$ cat config.mk
export PLATFORM = sky130hd
export DESIGN_NAME = pabdma_ctrl
export DESIGN_NICKNAME = d
export VERILOG_FILES = /design/src/pabdma_pkg.sv /design/src/pabdma_ctrl.sv
export VERILOG_INCLUDE_DIRS = /design/src
export SDC_FILE = /design/constraint.sdc
export NUM_CORES = 1
export LEC_CHECK = 0
export ABC_CLOCK_PERIOD_IN_PS = 3300
export BUFFER_PORTS_ARGS = -buffer_cell sky130_fd_sc_hd__buf_2
export CORE_MARGIN = 1
export CORE_UTILIZATION = 59
export DETAILED_ROUTE_END_ITERATION = 16
export HOLD_SLACK_MARGIN = 0.05
export PLACE_DENSITY = 0.82
export SLEW_MARGIN = 20
export SYNTH_ARGS = -nofsm -noshare
export SYNTH_HDL_FRONTEND = slang
export SYNTH_SLANG_ARGS = --single-unit
$ cat constraint.sdc
create_clock -name I_CLOCK -period 3.3 [get_ports I_CLOCK]
set_input_delay 0.165 -clock I_CLOCK [delete_from_list [all_inputs] [get_ports I_CLOCK]]
set_output_delay 0.165 -clock I_CLOCK [all_outputs]
set_load 0.05 [all_outputs]
$ cat src/pabdma_regs.svh
/*
 * Register offsets, field positions and reset values of the two
 * PCI-to-AHB DMA request buffers.
 * Assumes inclusion by bare name before the package and the design.
 */
// Function
// RULE1 - destination address keeps bits 31:2, bits 1:0 always read zero
// RULE2 - source address keeps bits 31:2, bits 1:0 fixed at zero
// RULE3 - second address and length set queues a request behind the first
// RULE4 - enable set with nonzero count runs a transfer, else buffer idles
// RULE5 - hardware clears enable when the transfer completes
// RULE6 - swap bit set reverses byte order of each word fetched
// RULE7 - word count comes from the low sixteen bits of length
// RULE8 - reserved length bits 30:29 and 27:16 ignore writes, read zero
// RULE9 - first buffer has same layout at the preceding three offsets
// RULE10 - only the AHB side writes; PCI side reads only
// RULE11 - enabled buffers served one at a time, first buffer first
`ifndef PABDMA_REGS_SVH
`define PABDMA_REGS_SVH

`define PABDMA_BUF0_DST_OFS   32'hC000_0058
`define PABDMA_BUF0_SRC_OFS   32'hC000_005C
`define PABDMA_BUF0_LEN_OFS   32'hC000_0060
`define PABDMA_BUF1_DST_OFS   32'hC000_0064
`define PABDMA_BUF1_SRC_OFS   32'hC000_0068
`define PABDMA_BUF1_LEN_OFS   32'hC000_006C

`define PABDMA_EN_BIT         31
`define PABDMA_SWAP_BIT       28
`define PABDMA_CNT_MSB        15
`define PABDMA_ADDR_LSB       2

`define PABDMA_ADDR_RESET     30'h0000_0000
`define PABDMA_CNT_RESET      16'h0000
`define PABDMA_WORD_BYTES     32'h0000_0004

`endif

$ cat src/pabdma_pkg.sv
/*
 * Types shared by the DMA request buffer design.
 * Assumes pabdma_regs.svh is on the include path.
 */
`default_nettype none
package pabdma_pkg;
   typedef enum logic [1:0] {
      PABDMA_IDLE = 2'b01,
      PABDMA_RUN  = 2'b10
   } pabdma_state_type;

   typedef enum logic [1:0] {
      PABDMA_F_DST = 2'b00,
      PABDMA_F_SRC = 2'b01,
      PABDMA_F_LEN = 2'b10
   } pabdma_field_type;

   typedef struct packed {
      logic             hit;
      logic             buf_idx;
      pabdma_field_type field;
   } pabdma_decode_type;

   typedef struct packed {
      logic [31:0] addr;
   } pabdma_fetch_type;

   typedef struct packed {
      logic [31:0] addr;
      logic [31:0] data;
   } pabdma_store_type;
endpackage
`default_nettype wire

$ cat src/pabdma_ctrl.sv
/*
 * Two queued PCI-to-AHB DMA request buffers with their transfer engine:
 * register file written from the AHB side and read from both sides,
 * a PCI word fetch port, a two-entry data buffer and an AHB store port.
 * Assumes all ports are synchronous to I_CLOCK; the PCI and AHB bus
 * engines outside move the words and answer with valid/ready.
 */
`include "pabdma_regs.svh"
`default_nettype none
module pabdma_ctrl
   import pabdma_pkg::*;
#(
   parameter int DEPTH = 2
) (
   // clock and reset
   input  wire logic              I_CLOCK,
   input  wire logic              I_NRST,
   // AHB register access
   input  wire logic              I_AHB_SEL,
   input  wire logic              I_AHB_WRITE,
   input  wire logic [31:0]       I_AHB_ADDR,
   input  wire logic [31:0]       I_AHB_WDATA,
   output logic      [31:0]       O_AHB_RDATA,
   // PCI register read
   input  wire logic              I_PCI_SEL,
   input  wire logic [31:0]       I_PCI_ADDR,
   output logic      [31:0]       O_PCI_RDATA,
   output logic                   O_PCI_RVALID,
   // PCI word fetch
   output logic                   O_FETCH_VALID,
   output pabdma_fetch_type       O_FETCH,
   input  wire logic              I_FETCH_READY,
   input  wire logic              I_FETCH_DVALID,
   input  wire logic [31:0]       I_FETCH_DATA,
   output logic                   O_FETCH_DREADY,
   // AHB word store
   output logic                   O_STORE_VALID,
   output pabdma_store_type       O_STORE,
   input  wire logic              I_STORE_READY,
   // status
   output logic                   O_BUSY,
   output logic                   O_ACTIVE_BUF
);

   localparam int PW = $clog2(DEPTH);

   function automatic pabdma_decode_type decode(input logic [31:0] a);
      pabdma_decode_type d;
      d = '{hit: 1'b1, buf_idx: 1'b0, field: PABDMA_F_DST};
      if (a == `PABDMA_BUF0_DST_OFS) begin
         d.field = PABDMA_F_DST;
      end else if (a == `PABDMA_BUF0_SRC_OFS) begin
         d.field = PABDMA_F_SRC;
      end else if (a == `PABDMA_BUF0_LEN_OFS) begin
         d.field = PABDMA_F_LEN;
      end else if (a == `PABDMA_BUF1_DST_OFS) begin
         d.buf_idx = 1'b1;
         d.field   = PABDMA_F_DST;
      end else if (a == `PABDMA_BUF1_SRC_OFS) begin
         d.buf_idx = 1'b1;
         d.field   = PABDMA_F_SRC;
      end else if (a == `PABDMA_BUF1_LEN_OFS) begin
         d.buf_idx = 1'b1;
         d.field   = PABDMA_F_LEN;
      end else begin
         d.hit = 1'b0;
      end
      return d;
   endfunction

   function automatic logic [31:0] swap32(input logic [31:0] w);
      return {w[7:0], w[15:8], w[23:16], w[31:24]};
   endfunction

   // register state, both buffers
   logic [31:2] dst_q [2];
   logic [31:2] dst_d [2];
   logic [31:2] src_q [2];
   logic [31:2] src_d [2];
   logic [15:0] cnt_q [2];
   logic [15:0] cnt_d [2];
   logic        en_q  [2];
   logic        en_d  [2];
   logic        swp_q [2];
   logic        swp_d [2];

   // engine state
   pabdma_state_type state_q, state_d;
   logic        sel_q, sel_d;
   logic [31:0] run_src_q, run_src_d;
   logic [31:0] run_dst_q, run_dst_d;
   logic [15:0] run_cnt_q, run_cnt_d;
   logic        run_swp_q, run_swp_d;
   logic [15:0] fetched_q, fetched_d;
   logic [15:0] stored_q, stored_d;
   logic [PW:0] pending_q, pending_d;

   // two-entry data buffer
   logic [31:0]   ent_q [DEPTH];
   logic [31:0]   ent_d [DEPTH];
   logic [PW-1:0] wr_ptr_q, wr_ptr_d;
   logic [PW-1:0] rd_ptr_q, rd_ptr_d;
   logic [PW:0]   occ_q, occ_d;

   logic [31:0] ahb_rdata_d, pci_rdata_d;
   logic        pci_rvalid_d;

   pabdma_decode_type ahb_dec, pci_dec;
   logic        push, pop, fetch_go, done;

   function automatic logic [31:0] read_reg(input pabdma_decode_type d,
                                            input logic [31:2] dst,
                                            input logic [31:2] src,
                                            input logic        en,
                                            input logic        swp,
                                            input logic [15:0] cnt);
      logic [31:0] v;
      v = 32'h0000_0000;
      if (!d.hit) begin
         v = 32'h0000_0000;
      end else if (d.field == PABDMA_F_DST) begin
         v = {dst, 2'b00}; // see RULE1
      end else if (d.field == PABDMA_F_SRC) begin
         v = {src, 2'b00}; // see RULE2
      end else begin
         v[`PABDMA_EN_BIT]       = en;
         v[`PABDMA_SWAP_BIT]     = swp;
         v[`PABDMA_CNT_MSB:0]    = cnt; // see RULE8
      end
      return v;
   endfunction

   assign ahb_dec = decode(I_AHB_ADDR);
   assign pci_dec = decode(I_PCI_ADDR);

   // handshakes
   assign push           = I_FETCH_DVALID && O_FETCH_DREADY;
   assign pop            = O_STORE_VALID && I_STORE_READY;
   assign O_FETCH_DREADY = (occ_q != (PW+1)'(DEPTH));
   assign O_STORE_VALID  = (occ_q != '0);
   // no fetch unless buffer space is reserved for its word
   assign O_FETCH_VALID  = (state_q == PABDMA_RUN) &&
                           (fetched_q != run_cnt_q) &&
                           ((pending_q + occ_q) < (PW+1)'(DEPTH));
   assign fetch_go       = O_FETCH_VALID && I_FETCH_READY;
   assign done           = pop && (stored_q + 16'h0001 == run_cnt_q);

   assign O_FETCH.addr   = run_src_q + {14'h0000, fetched_q, 2'b00};
   assign O_STORE.addr   = run_dst_q + {14'h0000, stored_q, 2'b00};
   assign O_STORE.data   = ent_q[rd_ptr_q];
   assign O_BUSY         = (state_q == PABDMA_RUN);
   assign O_ACTIVE_BUF   = sel_q;

   // register file and engine next state
   always_comb begin
      dst_d        = dst_q;
      src_d        = src_q;
      cnt_d        = cnt_q;
      en_d         = en_q;
      swp_d        = swp_q;
      state_d      = state_q;
      sel_d        = sel_q;
      run_src_d    = run_src_q;
      run_dst_d    = run_dst_q;
      run_cnt_d    = run_cnt_q;
      run_swp_d    = run_swp_q;
      fetched_d    = fetched_q;
      stored_d     = stored_q;
      pending_d    = pending_q;
      ahb_rdata_d  = O_AHB_RDATA;
      pci_rdata_d  = O_PCI_RDATA;
      pci_rvalid_d = 1'b0;

      case (state_q)
         PABDMA_IDLE: begin
            // first buffer wins; second waits its turn (see RULE11)
            if (en_q[0] && cnt_q[0] != 16'h0000) begin // see RULE4
               sel_d   = 1'b0;
               state_d = PABDMA_RUN;
            end else if (en_q[1] && cnt_q[1] != 16'h0000) begin // see RULE3
               sel_d   = 1'b1;
               state_d = PABDMA_RUN;
            end else if (en_q[0]) begin
               en_d[0] = 1'b0;
            end else if (en_q[1]) begin
               en_d[1] = 1'b0;
            end
            run_src_d = {src_q[sel_d], 2'b00};
            run_dst_d = {dst_q[sel_d], 2'b00};
            run_cnt_d = cnt_q[sel_d]; // see RULE7
            run_swp_d = swp_q[sel_d];
            fetched_d = 16'h0000;
            stored_d  = 16'h0000;
            pending_d = '0;
         end
         PABDMA_RUN: begin
            if (fetch_go) begin
               fetched_d = fetched_q + 16'h0001;
            end
            pending_d = pending_q + (PW+1)'(fetch_go) - (PW+1)'(push);
            if (pop) begin
               stored_d = stored_q + 16'h0001;
            end
            if (done) begin
               en_d[sel_q] = 1'b0; // see RULE5
               state_d     = PABDMA_IDLE;
            end
         end
         default: begin
            state_d = PABDMA_IDLE;
         end
      endcase

      // AHB side writes after the hardware clear, so a set wins
      if (I_AHB_SEL && I_AHB_WRITE && ahb_dec.hit) begin // see RULE10
         if (ahb_dec.field == PABDMA_F_DST) begin
            dst_d[ahb_dec.buf_idx] = I_AHB_WDATA[31:`PABDMA_ADDR_LSB];
         end else if (ahb_dec.field == PABDMA_F_SRC) begin
            src_d[ahb_dec.buf_idx] = I_AHB_WDATA[31:`PABDMA_ADDR_LSB];
         end else begin
            en_d[ahb_dec.buf_idx]  = I_AHB_WDATA[`PABDMA_EN_BIT];
            swp_d[ahb_dec.buf_idx] = I_AHB_WDATA[`PABDMA_SWAP_BIT];
            cnt_d[ahb_dec.buf_idx] = I_AHB_WDATA[`PABDMA_CNT_MSB:0];
         end
      end
      if (I_AHB_SEL && !I_AHB_WRITE) begin
         ahb_rdata_d = read_reg(ahb_dec, dst_q[ahb_dec.buf_idx],
                                src_q[ahb_dec.buf_idx],
                                en_q[ahb_dec.buf_idx],
                                swp_q[ahb_dec.buf_idx],
                                cnt_q[ahb_dec.buf_idx]); // see RULE9
      end
      // PCI side only ever reads
      if (I_PCI_SEL) begin // see RULE10
         pci_rvalid_d = 1'b1;
         pci_rdata_d  = read_reg(pci_dec, dst_q[pci_dec.buf_idx],
                                 src_q[pci_dec.buf_idx],
                                 en_q[pci_dec.buf_idx],
                                 swp_q[pci_dec.buf_idx],
                                 cnt_q[pci_dec.buf_idx]);
      end
   end

   always_ff @(posedge I_CLOCK or negedge I_NRST) begin
      if (!I_NRST) begin
         for (int i = 0; i < 2; i++) begin
            dst_q[i] <= `PABDMA_ADDR_RESET;
            src_q[i] <= `PABDMA_ADDR_RESET;
            cnt_q[i] <= `PABDMA_CNT_RESET;
            en_q[i]  <= 1'b0;
            swp_q[i] <= 1'b0;
         end
         state_q      <= PABDMA_IDLE;
         sel_q        <= 1'b0;
         run_src_q    <= 32'h0000_0000;
         run_dst_q    <= 32'h0000_0000;
         run_cnt_q    <= `PABDMA_CNT_RESET;
         run_swp_q    <= 1'b0;
         fetched_q    <= 16'h0000;
         stored_q     <= 16'h0000;
         pending_q    <= '0;
         O_AHB_RDATA  <= 32'h0000_0000;
         O_PCI_RDATA  <= 32'h0000_0000;
         O_PCI_RVALID <= 1'b0;
      end else begin
         dst_q        <= dst_d;
         src_q        <= src_d;
         cnt_q        <= cnt_d;
         en_q         <= en_d;
         swp_q        <= swp_d;
         state_q      <= state_d;
         sel_q        <= sel_d;
         run_src_q    <= run_src_d;
         run_dst_q    <= run_dst_d;
         run_cnt_q    <= run_cnt_d;
         run_swp_q    <= run_swp_d;
         fetched_q    <= fetched_d;
         stored_q     <= stored_d;
         pending_q    <= pending_d;
         O_AHB_RDATA  <= ahb_rdata_d;
         O_PCI_RDATA  <= pci_rdata_d;
         O_PCI_RVALID <= pci_rvalid_d;
      end
   end

   // data buffer next state
   always_comb begin
      ent_d    = ent_q;
      wr_ptr_d = wr_ptr_q;
      rd_ptr_d = rd_ptr_q;
      occ_d    = occ_q + (PW+1)'(push) - (PW+1)'(pop);
      if (push) begin
         ent_d[wr_ptr_q] = run_swp_q ? swap32(I_FETCH_DATA)
                                     : I_FETCH_DATA; // see RULE6
         wr_ptr_d        = wr_ptr_q + PW'(1);
      end
      if (pop) begin
         rd_ptr_d = rd_ptr_q + PW'(1);
      end
   end

   always_ff @(posedge I_CLOCK or negedge I_NRST) begin
      if (!I_NRST) begin
         for (int i = 0; i < DEPTH; i++) begin
            ent_q[i] <= 32'h0000_0000;
         end
         wr_ptr_q <= '0;
         rd_ptr_q <= '0;
         occ_q    <= '0;
      end else begin
         ent_q    <= ent_d;
         wr_ptr_q <= wr_ptr_d;
         rd_ptr_q <= rd_ptr_d;
         occ_q    <= occ_d;
      end
   end

endmodule
`default_nettype wire

Yosys cells after proc, flatten, opt, wreduce, memory -nomap -nowiden
Cells that the tools add are included.
{ "word_totals": {"register_bits": 403, "inputBits": 136, "output_inout_bits": 166, "word_cells": 229} }
{ "classes": {"add_sub_neg": 11, "magnitude_cmp": 10, "n_eq_ne": 23, "n_mux": 121, "bitwise": 10, "reduce_logical": 27} }
{ "op_table": {"columns": ["cell", "count"], "rows": [
  ["two-way mux 30 bit", 19],
  ["equality test 32 bit (second input constant)", 12],
  ["two-way mux 32 bit", 9],
  ["two-way mux 16 bit", 14],
  ["bitwise mux 60 bit", 2],
  ["adder 32 x 18 -> 32 bit", 2],
  ["bitwise mux 64 bit", 1],
  ["case mux 16 bit (2 select lines)", 2],
  ["two-way mux 2 bit", 23],
  ["adder 16 x 1 -> 16 bit (second input constant)", 2],
  ["bitwise mux 32 bit", 1],
  ["demux 32 bit (select 1 bit)", 1],
  ["two-way mux 1 bit", 32],
  ["nonzero test 16 bit", 2],
  ["demux 30 bit (select 1 bit)", 1],
  ["two-way mux 12 bit", 2],
  ["two-way mux 3 bit", 6],
  ["demux 16 bit (select 1 bit)", 1],
  ["equality test 16 bit", 1],
  ["inequality test 16 bit", 1],
  ["logical AND 1 bit", 14],
  ["greater-or-equal comparator 2 bit (second input constant)", 6],
  ["inverter 1 -> 2 bit", 6],
  ["case mux 2 bit (2 select lines)", 3],
  ["21 further kinds", 39]
]} }

Depth between registers and ports, before layout
Gate-level depths: netlist (run 1).
{ "depth": {"ltp_word": 16, "mapped_depth": 13, "mapped_depth_nobuf": 12} }

Least setup slack after synthesis (run 1)
OpenSTA, ideal clock, no wires.
{ "synth_timing": {"path_type": "reg-to-output", "from": "reg stored_q[0]", "to": "out O_STORE[44] in the netlist's numbering", "arrival_ps": 3710, "t_required_ps": 3135, "setup_slack_ps": -575, "path_stages_with_launch": 11, "path_buffers": 0, "path_cell_list": "dfrtp_1 > ha_1 > inv_1 > fa_1 > nor2b_1 > o31a_1 > o21a_1 > o21a_1 > o21ai_0 > nand2_1 > o311ai_0"} }
{ "synth_rtl": {"columns": ["item", "line_no", "text"], "rows": [
  ["start: declaration", "pabdma_ctrl.sv:95", "logic [15:0] stored_q, stored_d;"],
  ["start signal: assignment", "pabdma_ctrl.sv:278", "stored_q <= stored_d;"],
  ["end: declaration", "pabdma_ctrl.sv:38", "output pabdma_store_type O_STORE,"]
]} }

==> results of run 1 <==
## sequential cells by signal, summed over array words and instances, names as in the netlist, 30 cells and up
register and count:
run_dst_q 30, ent_q 64, dst_q 60, run_src_q 30
O_PCI_RDATA 32, O_AHB_RDATA 32, cnt_q 32, src_q 60
## layout by cell type, fill, tap and decap left out, types with 25 or more instances in the layout
cell and count:
dfrtp_1 393, mux4_2 29, nor4_1 25, inv_1 32
mux2i_1 136, nor2_1 162, xor2_1 41, dlygate4sd3_1 84
o21ai_0 92, buf_4 71, nand2_1 256, a21oi_1 150
xnor2_1 53, a32o_1 29, o211ai_1 26, mux2_2 211
buf_2 275, clkbuf_16 43, ha_1 30, nand3_1 82
## power breakdown
part           leakage [nW]  total, mW  switching (mW)  internal [mW]
combinational          7.01       6.10            4.15           1.95
sequential             5.42       6.23           0.599           5.63
clock                 0.689       4.82            1.99           2.83
## final cells by class
cell class | count | area (sq um) | area share [%]
tap | 468 | 586 | 2.18
antenna | 1 | 2.50 | 0.00930
clock inverter | 17 | 171 | 0.637
clock buffer | 59 | 1230 | 4.56
multi-input combinational | 1577 | 11700 | 43.4
inverter | 33 | 124 | 0.460
sequential | 403 | 10100 | 37.5
timing repair buffer | 446 | 3020 | 11.2
## stage by stage
step	instance area (sq um)	util [%]	setup WS (ps)
global placement	24200	65.9	284
finish	26900	73.2	40.3
floorplan	22200	-	21.6
detailed placement	24200	65.9	156
CTS	26700	72.5	4.42
global route	26900	73.2	-103
## metal layers
metal  up-vias  global-route usage, %  part of all wire [%]
li1       8436                      -                     -
met1      9524                   48.3                    40
met2      1093                   57.1                    47
met3       173                   8.48                   9.7
met4         2                   13.7                   3.4
met5         -                      0                 0.019
## cells by family (layout without fill, tap and decap cells)
logic type / Yosys count / count (layout) / synth area share (%)
compound gates: 406 / 406 / 11.5
mux: 379 / 379 / 20.0
flops: 403 / 403 / 45.6
fa+ha+maj: 42 / 42 / 2.44
buf+inv: 163 / 555 / 3.20
simple gates: 651 / 651 / 13.5
other cells: 1 / 5 / 0.0169
xor+xnor: 95 / 95 / 3.76
## final timing paths
check                                             start                         to  slack, ps  cells after the start
worst max-delay path            stored_q[0]$_DFFE_PN0P_                O_STORE[52]         40                     11
worst min-delay path                   I_FETCH_DATA[18]      ent_q[42]$_DFFE_PN0P_         90                      3
worst max register to register    cnt_q[11]$_DFFE_PN0P_   run_dst_q[6]$_DFFE_PN0P_        210                      7
worst min register to register    ent_q[21]$_DFFE_PN0P_      ent_q[21]$_DFFE_PN0P_        480                      2
max in group asynchronous                        I_NRST  run_dst_q[14]$_DFFE_PN0P_       2030                      3
min in group asynchronous                        I_NRST         occ_q[0]$_DFF_PN0_        210                      2
## worst register-to-register path, delay by kind of cell, from the launching register on
| family | cells | cell delay (ps) |
|---|---|---|
| DFF | 1 | 430 |
| buffers and inverters | 1 | 340 |
| muxes | 1 | 620 |
| and+or+nand+nor | 3 | 1170 |
| AOI/OAI and AO/OA | 2 | 360 |
## what timing repair did
item / 4_1_cts / 5_1_grt
gates cloned: 0 / 0
setup buffers: 5 / 9
gates resized for setup: 48 / 36
hold buffers: 84 / 0
endpoints found under the hold margin: 310 / 0
endpoints found under the setup margin: 29 / 33
pin swaps: 9 / 19
==> impl_metrics.yaml, run 1 <==
power:
  ir_drop_mv: 0.636
  p_per_area_mw_per_mm2: 637
  leakagePower_nw: 13.1
  p_total_mw: 17.1
sta:
  fin_worst_skew_ps: 26.9
  tns_ps: 0
  fmax_mhz: 307
  setup_violations: 0
  hold_violations: 0
  hold_slack_ps: 94.0
  worst_pin_slew_ps: 1060
  layout_min_cycle_time_ps: 3260
  drv_slew: 0
  slew_headroom_pct: 29.4
  min_period_over_period_pct: 98.8
  rsz0062_at_grt: "true"
critical_path:
  crit_buf_inv: 2
  critPathKind: "reg -> out"
  max_stage_delay_ps: 380
  start_kind: "flop"
  worst_ep_required_time_ps: 3130
  cp_slowest_cell: "dfrtp_1"
  cpLargestDelayFamily: "compound AO/OA/AOI/OAI gates"
  worst_path_most_repeated_cell: "o31a_1"
  path_cells: "ha_2 > inv_2 > fa_2 > nor2b_2 > o31a_1 > o31a_1 > o2111ai_4 > a31oi_2 > o211ai_1 > xnor2_1 > buf_4"
  critPathMaxFanout: 3
  arrival_ps: 3090
  endpoint_kind: "output pin"
floorplan:
  rows: 70
  die_w_um: 196
  start_util_pct: 60.2
  core_area_sq_mm: 0.0368
  io_pins: 302
  die_h_um: 196
  die_area_sq_mm: 0.0383
synth:
  async_flop_share_pct: 100
  avgSynthCellArea_sq_um: 10.3
  synth_largest_area_cell: "dfrtp_1"
  ys_ff_latch: 403
  yosys.cell_count.top_type: "dfrtp_1"
  synth_top_area_share_pct: 45.4
  ys_seq_area_share_pct: 45.6
  synth_top_cells_by_area: "dfrtp_1, mux2_2, mux2i_1"
  synthTopCellsByCount: "dfrtp_1, nand2_1, mux2_2, nor2_1, a21oi_1"
  synth_top_flop_cell: "dfrtp_1"
  netlist_area_sq_mm: 0.0221
  synth.distinct_cells: 74
  synth_warnings: 0
  synth_edf_count: 0
  syn_inst: 2140
clock_tree:
  cts_buffer_depth: 3
  htreeDepth: 2
  cts_root_buffer: "clkbuf_16"
  cts_tree: "done"
  path_clk_slew_ps: 60
  clock_latency_ps: 550
  cts.sinks: 403
  numCtsBuffers: 42
global_route:
  grt_start_max_net_pins: 161
  grt_pass1_vias: 18813
  grt_pass1_wl_um: 107000
  antenna_found_initial: 2
  grt_overflow_total: 0
  grt_usage_pct: 36.0
hold_path:
  hold_path_class: "in -> reg"
route:
  drtPass1Iterations: 5
  drt_wl_total_um: 69600
  avgViaCountPerCell: 6.40
  drtAntennaViolNets: 0
  drt_iter0_markers: 1830
  dr_total_vias: 19228
  drc: 0
  detail_route.wl_per_cell_um: 23.2
placement:
  placedCellCount: 2830
  portBuffers: 297
  gp_congestion: 0.904
  dp.final_hpwl_um: 45600
run_status:
  run_status: "finished clean"
layout:
  layout.cells.non_filler: 3004
  fin_nets: 2681
  fill_cells: 2484
  area_delta_synth_final_pct: 21.5
  drive_above_1_share_pct: 29.2
run:
  cap_violations: 0
(Power assumes the default switching activity.)
==> run 2, diff against run 1 <==
--- a/config.mk
+++ b/config.mk
@@ -10,6 +10,7 @@
 export BUFFER_PORTS_ARGS = -buffer_cell sky130_fd_sc_hd__buf_2
 export CORE_MARGIN = 1
 export CORE_UTILIZATION = 59
+export CTS_CLUSTER_DIAMETER = 80
 export DETAILED_ROUTE_END_ITERATION = 16
 export HOLD_SLACK_MARGIN = 0.05
 export PLACE_DENSITY = 0.82
==> constraint.sdc (replaced) <==
create_clock -name I_CLOCK -period 3.3 [get_ports I_CLOCK]
set_input_delay 0.495 -clock I_CLOCK [delete_from_list [all_inputs] [get_ports I_CLOCK]]
set_output_delay 0.495 -clock I_CLOCK [all_outputs]
set_load 0.05 [all_outputs]
==> run 2 against run 1 <==
Against the previous run: the flow now finishes with violations (negative setup slack); maximum frequency down 12%; sequential power fell by 0.6%; clock power up 11%; non-clock buffer count down 34.
==> impl_metrics.yaml, run 2 (synthesized netlist as in run 1, its figures left out) <==
power:
  p_total_mw: 17.7
  ir_drop_mv: 0.489
  leakagePower_nw: 13.3
  p_per_area_mw_per_mm2: 646
global_route:
  grt_pass1_wl_um: 107000
  grt_usage_pct: 36.2
  antenna_found_initial: 7
  grt_pass1_vias: 19295
  grt_overflow_total: 0
  grt_start_max_net_pins: 89
critical_path:
  regToRegEndpoint: "run_dst_q[10]$_DFFE_PN0P_"
  critPathCapture: "O_STORE[52]"
  start_kind: "flop"
  arrival_ps: 3210
  critPathKind: "reg -> out"
  r2r_slack_ps: 340
  crit_start: "run_dst_q[2]$_DFFE_PN0P_"
  reg2reg_from: "cnt_q[11]$_DFFE_PN0P_"
  critPathMaxFanout: 2
  endpoint_kind: "output pin"
  reg2reg_depth: 8
  worst_ep_required_time_ps: 2800
placement:
  gp_congestion: 0.933
  placed_area_sq_mm: 0.0246
  dpl_worst_slack_ps: -93.8
  portBuffers: 297
  dp.final_hpwl_um: 46800
floorplan:
  die_h_um: 196
  rows: 70
  io_pins: 302
  start_util_pct: 60.2
  die_area_sq_mm: 0.0383
  die_w_um: 196
  core_area_sq_mm: 0.0368
route:
  drt_wl_total_um: 69900
  drt_iter0_markers: 2007
  avgViaCountPerCell: 6.45
  drtAntennaViolNets: 0
  detail_route.wl_per_cell_um: 23.4
  drc: 0
  dr_total_vias: 19233
  drtPass1Iterations: 6
run:
  cap_violations: 0
sta:
  drv_slew: 0
  slew_headroom_pct: 31.4
  hold_violations: 0
  layout_min_cycle_time_ps: 3700
  fmax_mhz: 270
  setup_violations: 32
  hold_slack_ps: 193
  fin_worst_skew_ps: 18.1
  worst_pin_slew_ps: 1000
  fin_ws_ps: -400
  rsz0062_at_grt: "true"
  min_period_over_period_pct: 112
hold_path:
  hold_path_class: "in -> reg"
  hold_path_depth: 2
layout:
  register_area_sq_mm: 0.0101
  fin_nets: 2649
  fill_cells: 2430
  finish.instance_area_sq_mm: 0.0274
  regMostFlops: "ent_q"
  largest_reg_flops: 64
  final_cell_mix: "dfrtp_1, buf_2, nand2_1, mux2_2, nor2_1"
  reg.largest.list: "ent_q (64), dst_q (60), src_q (60)"
  multiInputGateArea_sq_mm: 0.0122
  fin_util_pct: 74.5
  area_delta_synth_final_pct: 23.7
  drive_above_1_share_pct: 33.8
  final_common_cell: "dfrtp_1"
run_status:
  violations: "negative setup slack"
  run_status: "finished with violations"
clock_tree:
  clock_latency_ps: 590
  cts_tree: "done"
  cts.sinks: 403
  numCtsBuffers: 44
  cts_root_buffer: "clkbuf_16"
  htreeDepth: 2
  cts_buffer_depth: 3
  path_clk_slew_ps: 60
## run 2: how the worst min path moves through the flow
stage | startpoint | to | slack [ps]
after floorplan | I_NRST | O_ACTIVE_BUF$_DFFE_PN0P_ | 200
after global placement | ent_q[6]$_DFFE_PN0P_ | ent_q[6]$_DFFE_PN0P_ | 460
after detailed placement | ent_q[18]$_DFFE_PN0P_ | ent_q[18]$_DFFE_PN0P_ | 470
after CTS | I_AHB_WDATA[21] | dst_q[19]$_DFFE_PN0P_ | 180
after global routing | I_AHB_WDATA[23] | dst_q[51]$_DFFE_PN0P_ | 200
final | I_AHB_WDATA[21] | dst_q[19]$_DFFE_PN0P_ | 190
## run 2: critical path: stages, from the launching register on
cell	delay, ps
dfrtp_1	400
ha_2	210
inv_2	60
fa_2	210
nor2b_2	50
o31a_1	270
o31a_1	300
o2111ai_4	290
buf_6	150
a31oi_4	80
o211ai_1	280
xnor2_2	150
buf_6	180
## run 2: power by group
group          switching [mW]  internal, mW  leakage [nW]  total (mW)
Combinational            4.17          1.98          7.08        6.15
Sequential              0.556          5.63          5.42        6.19
Clock                    2.12          3.25         0.770        5.37
## run 2: per-layer routing
metal	vias up	track usage, %	wire [um]
li1	8414	-	-
met4	0	15.2	2780
met2	1066	58.2	33200
met3	196	9.35	6880
met5	-	0	0
met1	9557	46.7	27100
## run 2: final cells by class
| type | instances | share of cell area [%] |
|---|---|---|
| multi-input combinational | 1577 | 44.6 |
| sequential | 403 | 36.9 |
| timing repair buffer | 412 | 10.2 |
| clock buffer | 58 | 4.47 |
| tap | 468 | 2.14 |
| clock inverter | 23 | 1.28 |
| inverter | 33 | 0.452 |
| antenna | 10 | 0.0913 |
## run 2: per-stage QoR
| stage | TNS (ps) | std cells |
|---|---|---|
| after detailed placement | -422 | 2862 |
| after global routing | -10040 | 2980 |
| after floorplan | 0 | 2143 |
| after global placement | -26.9 | 2862 |
| after CTS | -6420 | 2959 |
| final | -6880 | 2984 |
## run 2: what timing repair did
item	in CTS	in global routing
buffers inserted	14	15
endpoints found under the hold margin	81	0
pin swaps	53	21
hold buffers	2	0
resized for setup	157	62
setup endpoints to repair	39	42
